===== config.mk =====
export PLATFORM = sky130hd
export DESIGN_NAME = ips_seq
export DESIGN_NICKNAME = d
export VERILOG_FILES = /design/src/ips_dummy_none.sv /design/src/ips_pkg.sv /design/src/ips_seq.sv
export SDC_FILE = /design/constraint.sdc
export NUM_CORES = 1
export LEC_CHECK = 0
export CORE_MARGIN = 3
export CORE_UTILIZATION = 64
export CTS_BUF_LIST = sky130_fd_sc_hd__clkbuf_16
export DETAILED_ROUTE_END_ITERATION = 10
export DONT_BUFFER_PORTS = 1
export PLACE_DENSITY = 0.8
export SETUP_SLACK_MARGIN = 0.3
export SLEW_MARGIN = 20
export SYNTH_ARGS = -nofsm -noshare
export SYNTH_HDL_FRONTEND = slang
export SYNTH_SLANG_ARGS = --single-unit
export TNS_END_PERCENT = 20

===== constraint.sdc =====
create_clock -name mclk -period 9.7 [get_ports mclk]
set_input_delay 1.455 -clock mclk [delete_from_list [all_inputs] [get_ports mclk]]
set_output_delay 1.455 -clock mclk [all_outputs]
set_load 0.01 [all_outputs]

===== src/ips_dummy_none.sv =====
// no logic here; the whole sequencer sits in ips_seq.sv
`timescale 1ns/100ps


===== src/ips_pkg.sv =====
// constants, types and pin bundles of the input power-up sequencer
package ips_pkg;

	// ****************************************************************
	// clock and timing
	// ****************************************************************
	localparam int unsigned CLK_HZ      = 200_000_000; // mclk rate
	localparam int unsigned CYC_PER_MS  = CLK_HZ / 1000;
	localparam int unsigned T_BIAS_MS   = 220;  // bias regulator delay
	localparam int unsigned T_QUAL_MS   = 30;   // test load duration
	localparam int unsigned T_RETRY_S   = 2;    // poor source retry
	localparam int unsigned T_DCDSRC_MS = 13;   // dcd source on time
	localparam int unsigned T_DCDTMO_MS = 500;  // dcd timeout, 0.5 s
	localparam int unsigned T_PRI_MS    = 40;   // primary detection
	localparam int unsigned T_SEC_MS    = 40;   // secondary detection
	localparam int unsigned T_BOOST_MS  = 30;   // boost start delay
	localparam int unsigned C_BIAS      = T_BIAS_MS * CYC_PER_MS;
	localparam int unsigned C_QUAL      = T_QUAL_MS * CYC_PER_MS;
	localparam int unsigned C_RETRY     = T_RETRY_S * CLK_HZ;
	localparam int unsigned C_DCDSRC    = T_DCDSRC_MS * CYC_PER_MS;
	localparam int unsigned C_DCDTMO    = T_DCDTMO_MS * CYC_PER_MS;
	localparam int unsigned C_PRI       = T_PRI_MS * CYC_PER_MS;
	localparam int unsigned C_SEC       = T_SEC_MS * CYC_PER_MS;
	localparam int unsigned C_BOOST     = T_BOOST_MS * CYC_PER_MS;
	localparam int unsigned SW_HZ       = 1_500_000; // switching rate
	localparam int unsigned SW_DIV      = CLK_HZ / SW_HZ; // 133

	// ****************************************************************
	// limits, milliamps and millivolts
	// ****************************************************************
	localparam logic [11:0] ICL_CDP   = 12'h05DC; // 1500 mA
	localparam logic [11:0] ICL_DCP   = 12'h0960; // 2400 mA
	localparam logic [11:0] ICL_DIV1  = 12'h0834; // 2100 mA
	localparam logic [11:0] ICL_DIV2  = 12'h07D0; // 2000 mA
	localparam logic [11:0] ICL_DIV3  = 12'h03E8; // 1000 mA
	localparam logic [11:0] ICL_DIV4  = 12'h0960; // 2400 mA
	localparam logic [11:0] ICL_SOFT  = 12'h00C8; // 200 mA clamp
	localparam logic [12:0] VLIM_FIX  = 13'h10CC; // 4300 mV
	localparam logic [12:0] VLIM_OFS  = 13'h00C8; // 200 mV above bat
	localparam logic [12:0] BST_VOUT  = 13'h1388; // 5000 mV
	localparam logic [11:0] BST_IOUT  = 12'h04B0; // 1200 mA

	// ****************************************************************
	// enumerations
	// ****************************************************************
	typedef enum logic [3:0] {
		PT_NONE = 4'h0, PT_SDP  = 4'h1, PT_CDP  = 4'h2, PT_DCP = 4'h3,
		PT_DIV1 = 4'h4, PT_DIV2 = 4'h5, PT_DIV3 = 4'h6, PT_DIV4 = 4'h7,
		PT_UNKNOWN = 4'h8
	} ips_port_t;

	typedef enum logic [12:0] {
		S_IDLE   = 13'h0001, S_BIAS   = 13'h0002, S_QUAL   = 13'h0004,
		S_RETRY  = 13'h0008, S_DCDON  = 13'h0010, S_DCDWT  = 13'h0020,
		S_PRI    = 13'h0040, S_SEC    = 13'h0080, S_NONSTD = 13'h0100,
		S_VLIM   = 13'h0200, S_RUN    = 13'h0400, S_BSTWT  = 13'h0800,
		S_BSTRUN = 13'h1000
	} ips_state_t;

	// ****************************************************************
	// pin bundles
	// ****************************************************************
	typedef struct packed {
		logic        vbus_uvloz;         // vbus above uvlo release
		logic        vbus_above_sleepz;  // vbus > bat + sleepz
		logic        vbus_below_sleep;   // vbus < bat + sleep
		logic        hiz_mode;           // high impedance request
		logic        above_poor_source;  // vbus above poor threshold
		logic        dp_high;            // d+ above logic level
		logic        dm_above_ref;       // d- above data reference
		logic        dp_above_ref;       // d+ above data reference
		logic [3:0]  div_window;         // d+/d- in divider window n
		logic [11:0] limit_resistor_pin; // pin limit, mA
		logic [1:0]  vset_pin;           // voltage-set selection
		logic        charge_disable;     // charging disabled
		logic        sys_below_bat_short;
		logic        sys_above_bat_shortz;
		logic        vlim_tracking;      // tracking voltage limit mode
		logic [12:0] bat_mv;             // battery voltage, mV
		logic        boost_request_pin;
		logic        thermistor_in_window;
		logic        battery_discharge_overcurrent;
		logic        thermal_shutdown_fault;
		logic        input_overvoltage_fault;
		logic        bus_overvoltage_fault;
	} ips_in_t;

	typedef struct packed {
		logic        bias_regulator_en;
		logic        qual_test_load_en;  // about 30 mA test sink
		logic        dp_isrc_en;
		logic        dm_pulldown_en;
		logic        dp_vsrc_en;
		logic        dm_isink_en;
		logic        dm_vsrc_en;
		logic        dp_isink_en;
		logic [3:0]  port_type;
		logic        detect_done;
		logic [11:0] input_current_limit;
		logic [12:0] input_voltage_limit;
		logic [1:0]  vset_latched;
		logic        buck_switch_en;
		logic        switch_tick;        // 1.5 MHz pulse
		logic        battery_switch_on;
		logic        buck_pfm_allow;
		logic        boost_en;
		logic        boost_switch_en;
		logic        boost_pfm_allow;
		logic [12:0] boost_vout_mv;
		logic [11:0] boost_iout_ma;
	} ips_out_t;

endpackage


===== src/ips_seq.sv =====
// input source power-up sequencer with bc1.2 detection and boost gate
`timescale 1ns/100ps
// How it works
// - bias on after uvlo, sleep test, 220 ms
// - high impedance keeps bias off except in boost run, battery supplies
// - qualify source under 30 mA test load
// - failed qualification retried every 2 s
// - attach runs dcd, primary, secondary in order
// - dcd: d+ source, d- pulldown 13 ms
// - wait 0.5 s for d+ fall, else nonstandard
// - primary 40 ms: d- low means standard host
// - secondary 40 ms: d+ low means cdp
// - divider windows give 2.1/2/1/2.4 A
// - dcp 2.4 A, cdp 1.5 A
// - unknown adapter uses limit resistor pin
// - fixed 4.3 V or tracking battery plus 200 mV
// - switch after limit chosen; battery switch follows charging
// - 200 mA clamp while system below short
// - fixed 1.5 MHz switching enable
// - buck allows pulse-frequency operation by default
// - boost regulates 5 V, 1.2 A limit
// - boost only with request, sleep, thermistor, no fault
// - boost starts 30 ms after enable
// - boost allows pulse-frequency at light load
// - detection and vset latched only on attach
module ips_seq
	import ips_pkg::*;
#(
	parameter int unsigned P_BIAS   = C_BIAS,
	parameter int unsigned P_QUAL   = C_QUAL,
	parameter int unsigned P_RETRY  = C_RETRY,
	parameter int unsigned P_DCDSRC = C_DCDSRC,
	parameter int unsigned P_DCDTMO = C_DCDTMO,
	parameter int unsigned P_PRI    = C_PRI,
	parameter int unsigned P_SEC    = C_SEC,
	parameter int unsigned P_BOOST  = C_BOOST,
	parameter int unsigned P_SWDIV  = SW_DIV
) (
	input  wire logic    mclk,
	input  wire logic    rst_n,
	input  wire ips_in_t pins,
	output ips_out_t     ctl
);

	// ****************************************************************
	// elaboration checks
	// ****************************************************************
	// counters are 32 bits, divider 8 bits, every delay at least a cycle
	// the dcd timeout must outlast the contact source window
	if (P_BIAS < 1 || P_QUAL < 1 || P_RETRY < 1 || P_DCDSRC < 1 ||
	    P_DCDTMO <= P_DCDSRC || P_PRI < 1 || P_SEC < 1 ||
	    P_BOOST < 1) begin : g_chk_t
		$error("ips_seq: timing parameter out of range");
	end
	if (P_SWDIV < 2 || P_SWDIV > 256) begin : g_chk_d
		$error("ips_seq: switching divider out of range");
	end

	// ****************************************************************
	// state record
	// ****************************************************************
	typedef struct packed {
		ips_in_t     s1;      // synchroniser first stage
		ips_in_t     s2;      // synchronised inputs
		ips_state_t  fsm;     // sequence state
		logic [31:0] cnt;     // per-state delay counter
		logic [31:0] tmo;     // dcd overall timeout
		logic        seen_hi; // d+ seen high during dcd
		logic        clamp;   // soft-start current clamp
		logic [7:0]  div;     // switching divider
		logic [11:0] icl_det; // detected current limit
		ips_out_t    o;       // registered outputs
	} ips_st_t;

	ips_st_t r;      // current state record
	ips_st_t n;      // next state record
	ips_in_t i;      // synchronised view of pins
	logic    rs_m_r; // reset release first stage
	logic    rs_r;   // reset release, active high run
	logic    bias_ok;
	logic    bst_ok;
	logic    bst_hold;
	logic    buck_ph;

	assign i   = r.s2;
	assign ctl = r.o;

	// ****************************************************************
	// helpers
	// ****************************************************************
	// true on the last cycle of a delay of lim cycles
	function automatic logic hit(input logic [31:0] c,
	                             input int unsigned lim);
		hit = (c >= 32'(lim - 1));
	endfunction

	// divider window to limit; no window means unknown adapter
	function automatic logic [15:0] div_dec(input logic [3:0] w,
	                                        input logic [11:0] pin);
		if (w[0]) begin
			div_dec = {PT_DIV1, ICL_DIV1};
		end else if (w[1]) begin
			div_dec = {PT_DIV2, ICL_DIV2};
		end else if (w[2]) begin
			div_dec = {PT_DIV3, ICL_DIV3};
		end else if (w[3]) begin
			div_dec = {PT_DIV4, ICL_DIV4};
		end else begin
			div_dec = {PT_UNKNOWN, pin};
		end
	endfunction

	// higher of fixed level and battery plus offset in tracking mode
	function automatic logic [12:0] vlim(input logic trk,
	                                     input logic [12:0] bat);
		logic [12:0] t;
		t = 13'(bat + VLIM_OFS);
		if (trk && t > VLIM_FIX) begin
			vlim = t;
		end else begin
			vlim = VLIM_FIX;
		end
	endfunction

	// ****************************************************************
	// qualifying conditions
	// ****************************************************************
	// buck side bias: uvlo, sleep comparator, not high impedance
	assign bias_ok  = i.vbus_uvloz && i.vbus_above_sleepz &&
	                  !i.hiz_mode;
	// boost hold: request, thermistor window and no fault at all
	assign bst_hold = i.boost_request_pin && i.thermistor_in_window &&
	                  !i.battery_discharge_overcurrent &&
	                  !i.thermal_shutdown_fault &&
	                  !i.input_overvoltage_fault &&
	                  !i.bus_overvoltage_fault;
	// sleep test only applies before the boost converter starts
	assign bst_ok   = bst_hold && i.vbus_below_sleep;
	// states in which the buck sequence owns the input
	assign buck_ph  = !(r.fsm == S_IDLE || r.fsm == S_BSTWT ||
	                    r.fsm == S_BSTRUN);

	// ****************************************************************
	// next-state logic
	// ****************************************************************
	// one pass works out the whole next record
	always_comb begin
		n      = r;
		n.s1   = pins;
		n.s2   = r.s1;
		n.cnt  = r.cnt + 32'h0000_0001;
		n.o.switch_tick = 1'b0;
		// fixed-rate enable, free of input or load conditions
		if (r.o.buck_switch_en || r.o.boost_switch_en) begin
			if (r.div == 8'(P_SWDIV - 1)) begin
				n.div = 8'h00;
				n.o.switch_tick = 1'b1;
			end else begin
				n.div = 8'(r.div + 8'h01);
			end
		end else begin
			n.div = 8'h00;
		end
		case (r.fsm)
			S_IDLE: begin
				n.cnt        = 32'h0000_0000;
				n.o.port_type   = PT_NONE;
				n.o.detect_done = 1'b0;
				if (bst_ok && !i.vbus_uvloz) begin
					n.fsm = S_BSTWT;
				end else if (bias_ok) begin
					n.fsm = S_BIAS;
				end
			end
			S_BIAS: begin
				// condition must hold for the whole delay
				if (hit(r.cnt, P_BIAS)) begin
					n.fsm = S_QUAL;
					n.cnt = 32'h0000_0000;
				end
			end
			S_QUAL: begin
				// any dip under load fails the attempt at once
				if (!i.above_poor_source) begin
					n.fsm = S_RETRY;
					n.cnt = 32'h0000_0000;
				end else if (hit(r.cnt, P_QUAL)) begin
					n.fsm     = S_DCDON;
					n.cnt     = 32'h0000_0000;
					n.tmo     = 32'h0000_0000;
					n.seen_hi = 1'b0;
				end
			end
			S_RETRY: begin
				if (hit(r.cnt, P_RETRY)) begin
					n.fsm = S_QUAL;
					n.cnt = 32'h0000_0000;
				end
			end
			S_DCDON, S_DCDWT: begin
				// a fall counts only after d+ was seen high
				n.tmo = r.tmo + 32'h0000_0001;
				if (i.dp_high) begin
					n.seen_hi = 1'b1;
				end
				if (r.seen_hi && !i.dp_high) begin
					n.fsm = S_PRI;
					n.cnt = 32'h0000_0000;
				end else if (hit(r.tmo, P_DCDTMO)) begin
					n.fsm = S_NONSTD;
				end else if (r.fsm == S_DCDON && hit(r.cnt, P_DCDSRC)) begin
					n.fsm = S_DCDWT;
				end
			end
			S_PRI: begin
				if (hit(r.cnt, P_PRI)) begin
					n.cnt = 32'h0000_0000;
					if (!i.dm_above_ref) begin
						// standard host: pin setting as limit
						n.o.port_type = PT_SDP;
						n.icl_det     = i.limit_resistor_pin;
						n.fsm         = S_VLIM;
					end else begin
						n.fsm = S_SEC;
					end
				end
			end
			S_SEC: begin
				if (hit(r.cnt, P_SEC)) begin
					if (!i.dp_above_ref) begin
						n.o.port_type = PT_CDP;
						n.icl_det     = ICL_CDP;
					end else begin
						n.o.port_type = PT_DCP;
						n.icl_det     = ICL_DCP;
					end
					n.fsm = S_VLIM;
				end
			end
			S_NONSTD: begin
				// one cycle to read the divider windows
				{n.o.port_type, n.icl_det} =
					div_dec(i.div_window, i.limit_resistor_pin);
				n.fsm = S_VLIM;
			end
			S_VLIM: begin
				// result and vset frozen until the next attach
				n.o.vset_latched = i.vset_pin;
				n.o.detect_done  = 1'b1;
				n.clamp          = 1'b1;
				n.fsm            = S_RUN;
			end
			S_RUN: begin
				// hysteresis between short and release levels
				if (i.sys_below_bat_short) begin
					n.clamp = 1'b1;
				end else if (i.sys_above_bat_shortz) begin
					n.clamp = 1'b0;
				end
			end
			S_BSTWT: begin
				// sleep margin only counts until the converter starts
				if (!bst_ok) begin
					n.fsm = S_IDLE;
				end else if (hit(r.cnt, P_BOOST)) begin
					n.fsm = S_BSTRUN;
				end
			end
			S_BSTRUN: begin
				if (!bst_hold) begin
					n.fsm = S_IDLE;
				end
			end
			default: begin
				n.fsm = S_IDLE;
			end
		endcase
		// detach, lost sleep margin or high impedance ends the buck
		if (buck_ph && !bias_ok) begin
			n.fsm = S_IDLE;
		end
		// outputs follow the state being entered
		n.o.bias_regulator_en = !(n.fsm == S_IDLE || n.fsm == S_BIAS ||
		                          n.fsm == S_BSTWT);
		n.o.qual_test_load_en = (n.fsm == S_QUAL);
		n.o.dp_isrc_en        = (n.fsm == S_DCDON);
		n.o.dm_pulldown_en    = (n.fsm == S_DCDON);
		n.o.dp_vsrc_en        = (n.fsm == S_PRI);
		n.o.dm_isink_en       = (n.fsm == S_PRI);
		n.o.dm_vsrc_en        = (n.fsm == S_SEC);
		n.o.dp_isink_en       = (n.fsm == S_SEC);
		n.o.buck_switch_en    = (n.fsm == S_RUN);
		n.o.buck_pfm_allow    = (n.fsm == S_RUN);
		// battery feeds the system whenever the buck is not running
		n.o.battery_switch_on = (n.fsm == S_RUN) ?
		                        !i.charge_disable : 1'b1;
		n.o.input_current_limit = (n.fsm != S_RUN) ? 12'h000 :
		                          n.clamp ? ICL_SOFT : n.icl_det;
		n.o.input_voltage_limit = vlim(i.vlim_tracking, i.bat_mv);
		n.o.boost_en          = (n.fsm == S_BSTWT ||
		                         n.fsm == S_BSTRUN);
		n.o.boost_switch_en   = (n.fsm == S_BSTRUN);
		n.o.boost_pfm_allow   = (n.fsm == S_BSTRUN);
		// no stray pulse on the cycle a converter stops
		n.o.switch_tick = n.o.switch_tick &&
		                  (n.o.buck_switch_en || n.o.boost_switch_en);
		n.o.boost_vout_mv     = BST_VOUT;
		n.o.boost_iout_ma     = BST_IOUT;
		if (n.fsm != r.fsm) begin
			n.cnt = 32'h0000_0000;
		end
	end

	// ****************************************************************
	// reset release
	// ****************************************************************
	// asynchronous assert, release after two edges
	always_ff @(posedge mclk or negedge rst_n) begin
		if (!rst_n) begin
			rs_m_r <= 1'b0;
			rs_r   <= 1'b0;
		end else begin
			rs_m_r <= 1'b1;
			rs_r   <= rs_m_r;
		end
	end

	// ****************************************************************
	// state register
	// ****************************************************************
	// battery switch starts closed so the system stays fed
	always_ff @(posedge mclk or negedge rs_r) begin
		if (!rs_r) begin
			r                     <= '0;
			r.fsm                 <= S_IDLE;
			r.o.battery_switch_on <= 1'b1;
		end else begin
			r <= n;
		end
	end

endmodule


======== Word-level counts from Yosys, hierarchy flattened ========
Cells that the tools add are included.
word-level totals
  register bits after elaboration ......... 243
  latch bits .............................. 0
  memory bits (writable) .................. 0
  bits in read-only memories .............. 0
  input bits .............................. 51
  output and inout bits ................... 72
  logic and storage cells ................. 200
  memories kept ........................... 0
operators by class
  $add $sub $neg .......................... 4
  $mul .................................... 0
  divide/modulo/power cells ............... 0
  order comparisons ....................... 7
  equality and inequality tests ........... 31
  shift operators ......................... 0
  mux-type cells .......................... 49
  bitwise logic cells ..................... 0
  reduce and logical (&&, ||, !) cells .... 39
operators by type and width
  cell                                                   count
  one-hot mux 32 bit (6 select lines)                    1
  two-way mux 45 bit                                     4
  one-hot mux 13 bit (12 select lines)                   1
  two-way mux 13 bit                                     11
  two-way mux 78 bit                                     1
  two-way mux 12 bit                                     6
  one-hot mux 33 bit (2 select lines)                    1
  adder 32 x 1 -> 32 bit, second input constant          2
  >= comparator 32 x 23 -> 1 bit, second input constant  2
  two-way mux 16 bit                                     4
  two-way mux 32 bit                                     2
  one-hot mux 12 bit (3 select lines)                    1
  two-way mux 33 bit                                     1
  >= comparator 32 x 22 -> 1 bit, second input constant  1
  >= comparator 32 x 26 -> 1 bit, second input constant  1
  >= comparator 32 x 27 -> 1 bit, second input constant  1
  >= comparator 32 x 29 -> 1 bit, second input constant  1
  == test 13 x 1 -> 1 bit, second input constant         2
  == test 13 x 11 -> 1 bit, second input constant        2
  == test 13 x 12 -> 1 bit, second input constant        2
  == test 13 bit, second input constant                  2
  == test 13 x 2 -> 1 bit, second input constant         2
  == test 13 x 3 -> 1 bit, second input constant         2
  == test 13 x 5 -> 1 bit, second input constant         2
  other kinds (27)                                       75

======== Depth between registers and ports, before layout ========
Gate-level depths: netlist (run 1).
  word-level depth ........................ 14
  depth in mapped cells ................... 12

======== Worst setup path after synthesis (run 1) ========
OpenSTA, ideal clock, no wires.
  kind .................................... register to register
  from .................................... register r[159] (netlist name)
  to ...................................... register r[138] (netlist name)
  library setup time ...................... 80 ps
  arrival time ............................ 2642 ps
  slack ................................... 6977 ps
  cell stages (with the launch flop) ...... 13
  buffers on the path ..................... 3
  period minus slack after synthesis ...... 2723 ps
  cells stage by stage .................... dfrtp_1 > buf_2 > or4_1 > buf_2 > nor3_2 > nand3_1 > inv_1 > xnor2_1 > and4b_1 > and3_1 > nand4_4 > buf_6 > nor3_2
RTL lines
  element                 line            RTL
  from (decl)             ips_seq.sv:75   ips_st_t r;
  from (signal assigned)  ips_seq.sv:338  r <= n;

==> results of run 1 <==
==> registers in the layout, indices dropped and copies added (netlist names) <==
name / cells
r: 99
ctl: 43
n: 49
rs_m_r: 1
i: 49
rs_r: 1
==> placed cells by master, fill, tap and decap left out, types with 8 or more instances in the layout <==
cell / instances
dfrtp_1: 239
nor2b_1: 9
xor2_1: 36
inv_1: 27
nand3_1: 52
nor2_1: 98
conb_1: 19
a21oi_1: 38
nand2b_1: 11
and2_1: 13
o21ai_0: 29
xnor2_1: 37
or3_1: 9
nor4_1: 14
and4_1: 9
o211ai_1: 8
nand4_1: 19
a21o_1: 9
nand2_1: 66
nor3_1: 25
nor3_2: 32
or2_2: 9
and3_1: 22
clkbuf_16: 25
==> metal layers <==
metal  GRT usage (%)  routed length, um  vias up
li1                -                  -     3394
met1            32.6               9650     3560
met2            38.0              10600      247
met3            3.87               1400       44
met4            7.54                597        0
met5               0                  0        -
==> worst min path at each step <==
stage,slack [ns],to
finish,0.32,i[5]
global placement,0.33,i[7]
global route,0.34,i[22]
floorplan,0.33,i[0]
detailed placement,0.33,i[20]
CTS,0.34,i[23]
==> critical path: cells and delay by family, from the launching register on <==
kind / cells / cell delay (ns)
AOI/OAI and AO/OA: 4 / 1.76
DFF: 1 / 0.46
and+or+nand+nor: 4 / 1.71
==> metrics by stage <==
| stage | instance area, um2 | cells | total power [W] | setup slack [ns] | utilization, % |
|---|---|---|---|---|---|
| 2_1_floorplan | 11100 | 1056 | 0.00134 | 2.46 | - |
| 3_3_place_gp | 10700 | 1164 | 0.00137 | 5.83 | 63.9 |
| 3_5_place_dp | 10700 | 1164 | 0.00137 | 5.63 | 63.9 |
| 4_1_cts | 11500 | 1208 | 0.00232 | 5.60 | 68.8 |
| 5_1_grt | 11500 | 1210 | 0.00239 | 5.31 | 68.8 |
| 6_report | 11500 | 1210 | 0.00230 | 5.61 | 68.8 |
==> area by class of cell <==
type | count | area, um2 | share of cell area [%]
antenna | 2 | 5.00 | 0.0434
clock buffer | 25 | 626 | 5.43
clock inverter | 19 | 188 | 1.63
inverter | 27 | 101 | 0.879
multi-input combinational | 670 | 4230 | 36.7
sequential | 242 | 6060 | 52.6
tap | 220 | 275 | 2.39
timing repair buffer | 5 | 37.5 | 0.326
==> kinds of logic (layout without fill, tap and decap cells) <==
logic type                 after synthesis  count (layout)  share of synthesized area, %
and+or+nand+nor                        414             414                          21.1
DFF                                    242             242                          54.7
AOI/OAI and AO/OA                      153             153                          9.45
buffers and inverters                  144              76                          7.71
xor gates and xnor gates                73              73                          5.78
adders and majority gates                6               6                         0.678
muxes                                    5               5                         0.497
other                                    2              21                        0.0678
==> power by group <==
group	leakage [nW]	switching [W]	internal [W]	total [W]
Sequential	3.11	0.0000321	0.00104	0.00107
Clock	0.382	0.000391	0.000552	0.000942
Combinational	1.53	0.000213	0.0000665	0.000280
==> qor.yml, run 1 <==
outcome:
  outcome: "completed"
clock_tree:
  cts_buffers: 25
  cts.sinks: 242
  clk_path_buf_depth: 3
  clkTransAtPathRegs_ns: 0.06
  cts_setup_buffers: 0
  htree_levels: 1
  insertion_delay_ns: 0.52
  postCtsResizedCells: 0
  tritoncts: "built"
  cts_hold_buf: 0
  cts_root_buf: "clkbuf_16"
route:
  drtIter0Drc: 489
  drc: 0
  ant_nets: 0
  wl_um: 22200
  wl_per_cell_um: 18.4
  via_count: 7245
  routed_via_density: 5.99
  drt_pass1_iterations: 5
sta:
  final.period_utilization_pct: 42.1
  fin_skew_ns: 0.0159
  worst_slew_pin_slew_ns: 1.12
  rsz0062_at_grt: "false"
  fmax_ghz: 0.245
  setup_violations: 0
  final.min_clock_period_ns: 4.09
  tns_ns: 0
  finalMaxSlewViolations: 0
  hold_slack_ns: 0.319
  slew_headroom_pct: 24.7
  hold_violations: 0
synth:
  ys.flop_type: "dfrtp_1"
  syn_avg_cell_area_um2: 10.7
  ys_ff_latch: 242
  synthTopCellsByCount: "dfrtp_1 (240), nor2_1 (98), buf_4 (72), nand2_1 (66), nand3_1 (52)"
  synth.distinct_cells: 77
  async_flop_share_pct: 100
  netlist_instances: 1039
  synthTopCellsByArea: "dfrtp_1 (54%), buf_4 (4.9%), nor2_1 (3.3%), xnor2_1 (2.9%), nor3_2 (2.9%)"
  synth_top_area_cell: "dfrtp_1"
  syn-cell-area_um2: 11100
  yosysTopAreaCellShare_pct: 54.2
  synth_seq_area_share_pct: 54.7
  post-synth-top-count-cell: "dfrtp_1"
  synth_warnings: 0
  synth_edf_count: 0
critical_path:
  crit_chain: "o41ai_1 -> o21ai_1 -> o31ai_2 -> nand2_1 -> nand3_1 -> a41o_1 -> nand4_4 -> nor3_1"
  reg2reg_to: "r[157]"
  cp.arrival_ns: 4.49
  critPathLaunchType: "flop"
  crit_end: "r[157]"
  rr_worst_depth: 8
  path_class: "reg2reg"
  critPathMaxStageDelay_ns: 0.97
  endpoint_kind: "flop"
  cp_max_fo: 32
  regToRegStartpoint: "r[140]"
  crit_path_top_delay_cell: "o31ai_2"
  r2r_slack_ns: 5.61
  worst_ep_required_time_ns: 10.11
  cp-startpoint: "r[140]"
pwr:
  peakVddDrop_v: 0.000181
  p_leak_nw: 5.02
  powerDensity_nw_per_um2: 199
floorplanning:
  row_count: 47
  fp.dieW_um: 138
  boundaryPins: 123
  die_h_um: 138
  floorplan.initialDensity_pct: 66.1
  fp.coreArea_um2: 16800
  fp.dieArea_um2: 18900
hold_path:
  hp-class: "reg2async"
placement:
  io_buffers: 0
  dpl.hpwl_um: 14900
  gp_congestion: 0.930
cells_and_area:
  nNetsFinal: 1028
  drive_gt1_share_pct: 10.8
  syn_to_final_growth_pct: 4.14
  nFillCells: 1210
grt:
  grt_max_degree: 84
  grt_pass1_vias: 7061
  grt_pass1_wl_um: 35500
  antenna_found_initial: 2
  grt_overflow: 0
  grt_use_total_pct: 23.4
flow_run:
  drv_cap: 0
(Power assumes the default switching activity.)
==> run 2: changes to the inputs <==
==> constraint.sdc (replaced) <==
create_clock -name mclk -period 4.1 [get_ports mclk]
set_input_delay 0.615 -clock mclk [delete_from_list [all_inputs] [get_ports mclk]]
set_output_delay 0.615 -clock mclk [all_outputs]
set_load 0.01 [all_outputs]
==> qor.yml, run 2 (synthesis gave the netlist of run 1 again) <==
flow_run:
  drv_cap: 0  # unchanged
cells_and_area:
  drive_gt1_share_pct: 11.2  # +0.35 points
  largest_reg_flops: 99  # unchanged
  layout_common_cells: "dfrtp_1 (239), nor2_1 (98), nand2_1 (66)"
  fin_cells: 1215  # +0.41%
  final_cell_area_um2: 11600  # +0.44%
  post-route-util_pct: 69.1  # +0.31 points
  largest_register: "r"
  syn_to_final_growth_pct: 4.60
  layout_commonest_cell: "dfrtp_1"
  nNetsFinal: 1034  # +0.58%
clock_tree:
  insertion_delay_ns: 0.52  # about the same
  cts_buffers: 24  # -4.0%
  htree_levels: 1  # unchanged
  tritoncts: "built"
  clkTransAtPathRegs_ns: 0.07  # about the same
  cts_root_buf: "clkbuf_16"
  clk_path_buf_depth: 3  # unchanged
  cts.sinks: 242  # unchanged
critical_path:
  endpoint_kind: "flop"
  cp_max_fo: 21  # -34%
  worst_ep_required_time_ns: 4.53  # -5.58 ns
  cp.arrival_ns: 3.95  # -0.54 ns
  critPathLaunchType: "flop"
  path_class: "reg2reg"
grt:
  grt_use_total_pct: 23.5  # +0.058 points
  antenna_found_initial: 2  # unchanged
  grt_overflow: 0  # unchanged
  grt_pass1_vias: 7114  # +0.75%
  grt_max_degree: 91  # +8.3%
  grt_pass1_wl_um: 35800  # +0.76%
floorplanning:
  fp.dieArea_um2: 18900  # unchanged
  fp.dieW_um: 138  # unchanged
  die_h_um: 138  # unchanged
  row_count: 47  # unchanged
  fp.coreArea_um2: 16800  # unchanged
  boundaryPins: 123  # unchanged
  floorplan.initialDensity_pct: 66.1  # unchanged
placement:
  dpl_worst_slack_ns: 0.468  # -5.16 ns
  gp_congestion: 0.922  # -0.88%
  dpl.hpwl_um: 14700  # -1.4%
  io_buffers: 0  # unchanged
  place_inst: 1168  # +0.34%
  place_area_um2: 10800  # +0.51%
sta:
  hold_violations: 0  # unchanged
  rsz0062_at_grt: "false"
  fmax_ghz: 0.284  # +16%
  final.period_utilization_pct: 85.8  # +44 points
  final.min_clock_period_ns: 3.52  # -0.568 ns
  slew_headroom_pct: 33.9  # +9.2 points
  worst_slew_pin_slew_ns: 0.987  # -0.135 ns
  fin_ws_ns: 0.582  # -5.03 ns
  tns_ns: 0  # unchanged
  setup_violations: 0  # unchanged
  finalMaxSlewViolations: 0  # unchanged
  fin_skew_ns: 0.0146  # -0.00133 ns
route:
  ant_nets: 0  # unchanged
  wl_um: 22100  # -0.72%
  wl_per_cell_um: 18.2  # -1.1%
  drt_pass1_iterations: 5  # unchanged
  via_count: 7337  # +1.3%
  drtIter0Drc: 510  # +4.3%
  drc: 0  # unchanged
  routed_via_density: 6.04  # +0.85%
pwr:
  pwr-share-seq_pct: 47.2  # +0.4 points
  switching_share_pct: 28.3  # +0.65 points
  peakVddDrop_v: 0.000317  # +76%
  internal-power_w: 0.00386  # +130%
  clock_power_share_pct: 39.0  # -2.0 points
  netSwitchingPower_w: 0.00153  # +140%
  combPwrFrac_pct: 13.7  # +1.5 points
  p_leak_nw: 5.07  # +0.89%
  powerDensity_nw_per_um2: 465  # +130%
outcome:
  outcome: "completed"
hold_path:
  hp-class: "in2reg"
## run 2: power by group through the flow
stage	clock network [W]	logic (W)	registers [W]
6_report	0.00210	0.000740	0.00255
5_1_grt	0.00224	0.000806	0.00256
4_1_cts	0.00214	0.000668	0.00255
3_5_place_dp	0	0.000658	0.00259
3_3_place_gp	0	0.000661	0.00259
2_1_floorplan	0	0.000593	0.00257
## run 2: worst max-delay path, cell delays in order (launching register included)
cell     delay (ns)
dfrtp_1        0.48
or3_1          0.51
nor2_1         0.35
a32oi_1        0.23
a21o_1         0.42
or3_1          0.45
a22oi_2        0.29
nand4_4        0.41
nor3_2         0.29
## run 2: per-layer routing
layer | global-route usage (%) | part of all wire [%] | vias to the layer above
li1 | - | - | 3413
met1 | 33.2 | 42 | 3601
met3 | 4.09 | 6.9 | 41
met5 | 0 | 0 | -
met2 | 37.5 | 48 | 282
met4 | 7.32 | 2.6 | 0
## run 2: stage by stage
| step | power, W | hold slack [ns] |
|---|---|---|
| 2_1_floorplan | 0.00316 | 0.319 |
| 3_3_place_gp | 0.00325 | 0.319 |
| 3_5_place_dp | 0.00325 | 0.319 |
| 4_1_cts | 0.00536 | 0.108 |
| 5_1_grt | 0.00560 | 0.102 |
| 6_report | 0.00539 | 0.120 |
## run 2: worst paths after layout
check / from / depth (start not counted) / to / slack, ns
worst max-delay path: r[167] / 8 / r[142] / 0.58
worst min-delay path: pins[42] / 0 / n[213] / 0.12
worst max register to register: r[167] / 8 / r[142] / 0.58
worst min register to register: n[195] / 0 / i[24] / 0.34
max in group asynchronous: rs_r / 1 / r[163] / 2.68
min in group asynchronous: rst_n / 1 / rs_m_r / 0.33
## run 2: repair_timing
item,4_1_cts,5_1_grt
endpoints found under the setup margin,0,32
hold buffers,1,0
endpoints found under the hold margin,2,0
resized for setup,0,1
setup buffers,0,1
## run 2: final cells by class
type                            instances  area, um2
Antenna cell                            2       5.00
Inverter                               27        101
Clock buffer                           24        601
Timing Repair Buffer                   11        123
Multi-Input combinational cell        671       4260
Tap cell                              220        275
Clock inverter                         18        158
Fill cell                            1180       5180
Sequential cell                       242       6060
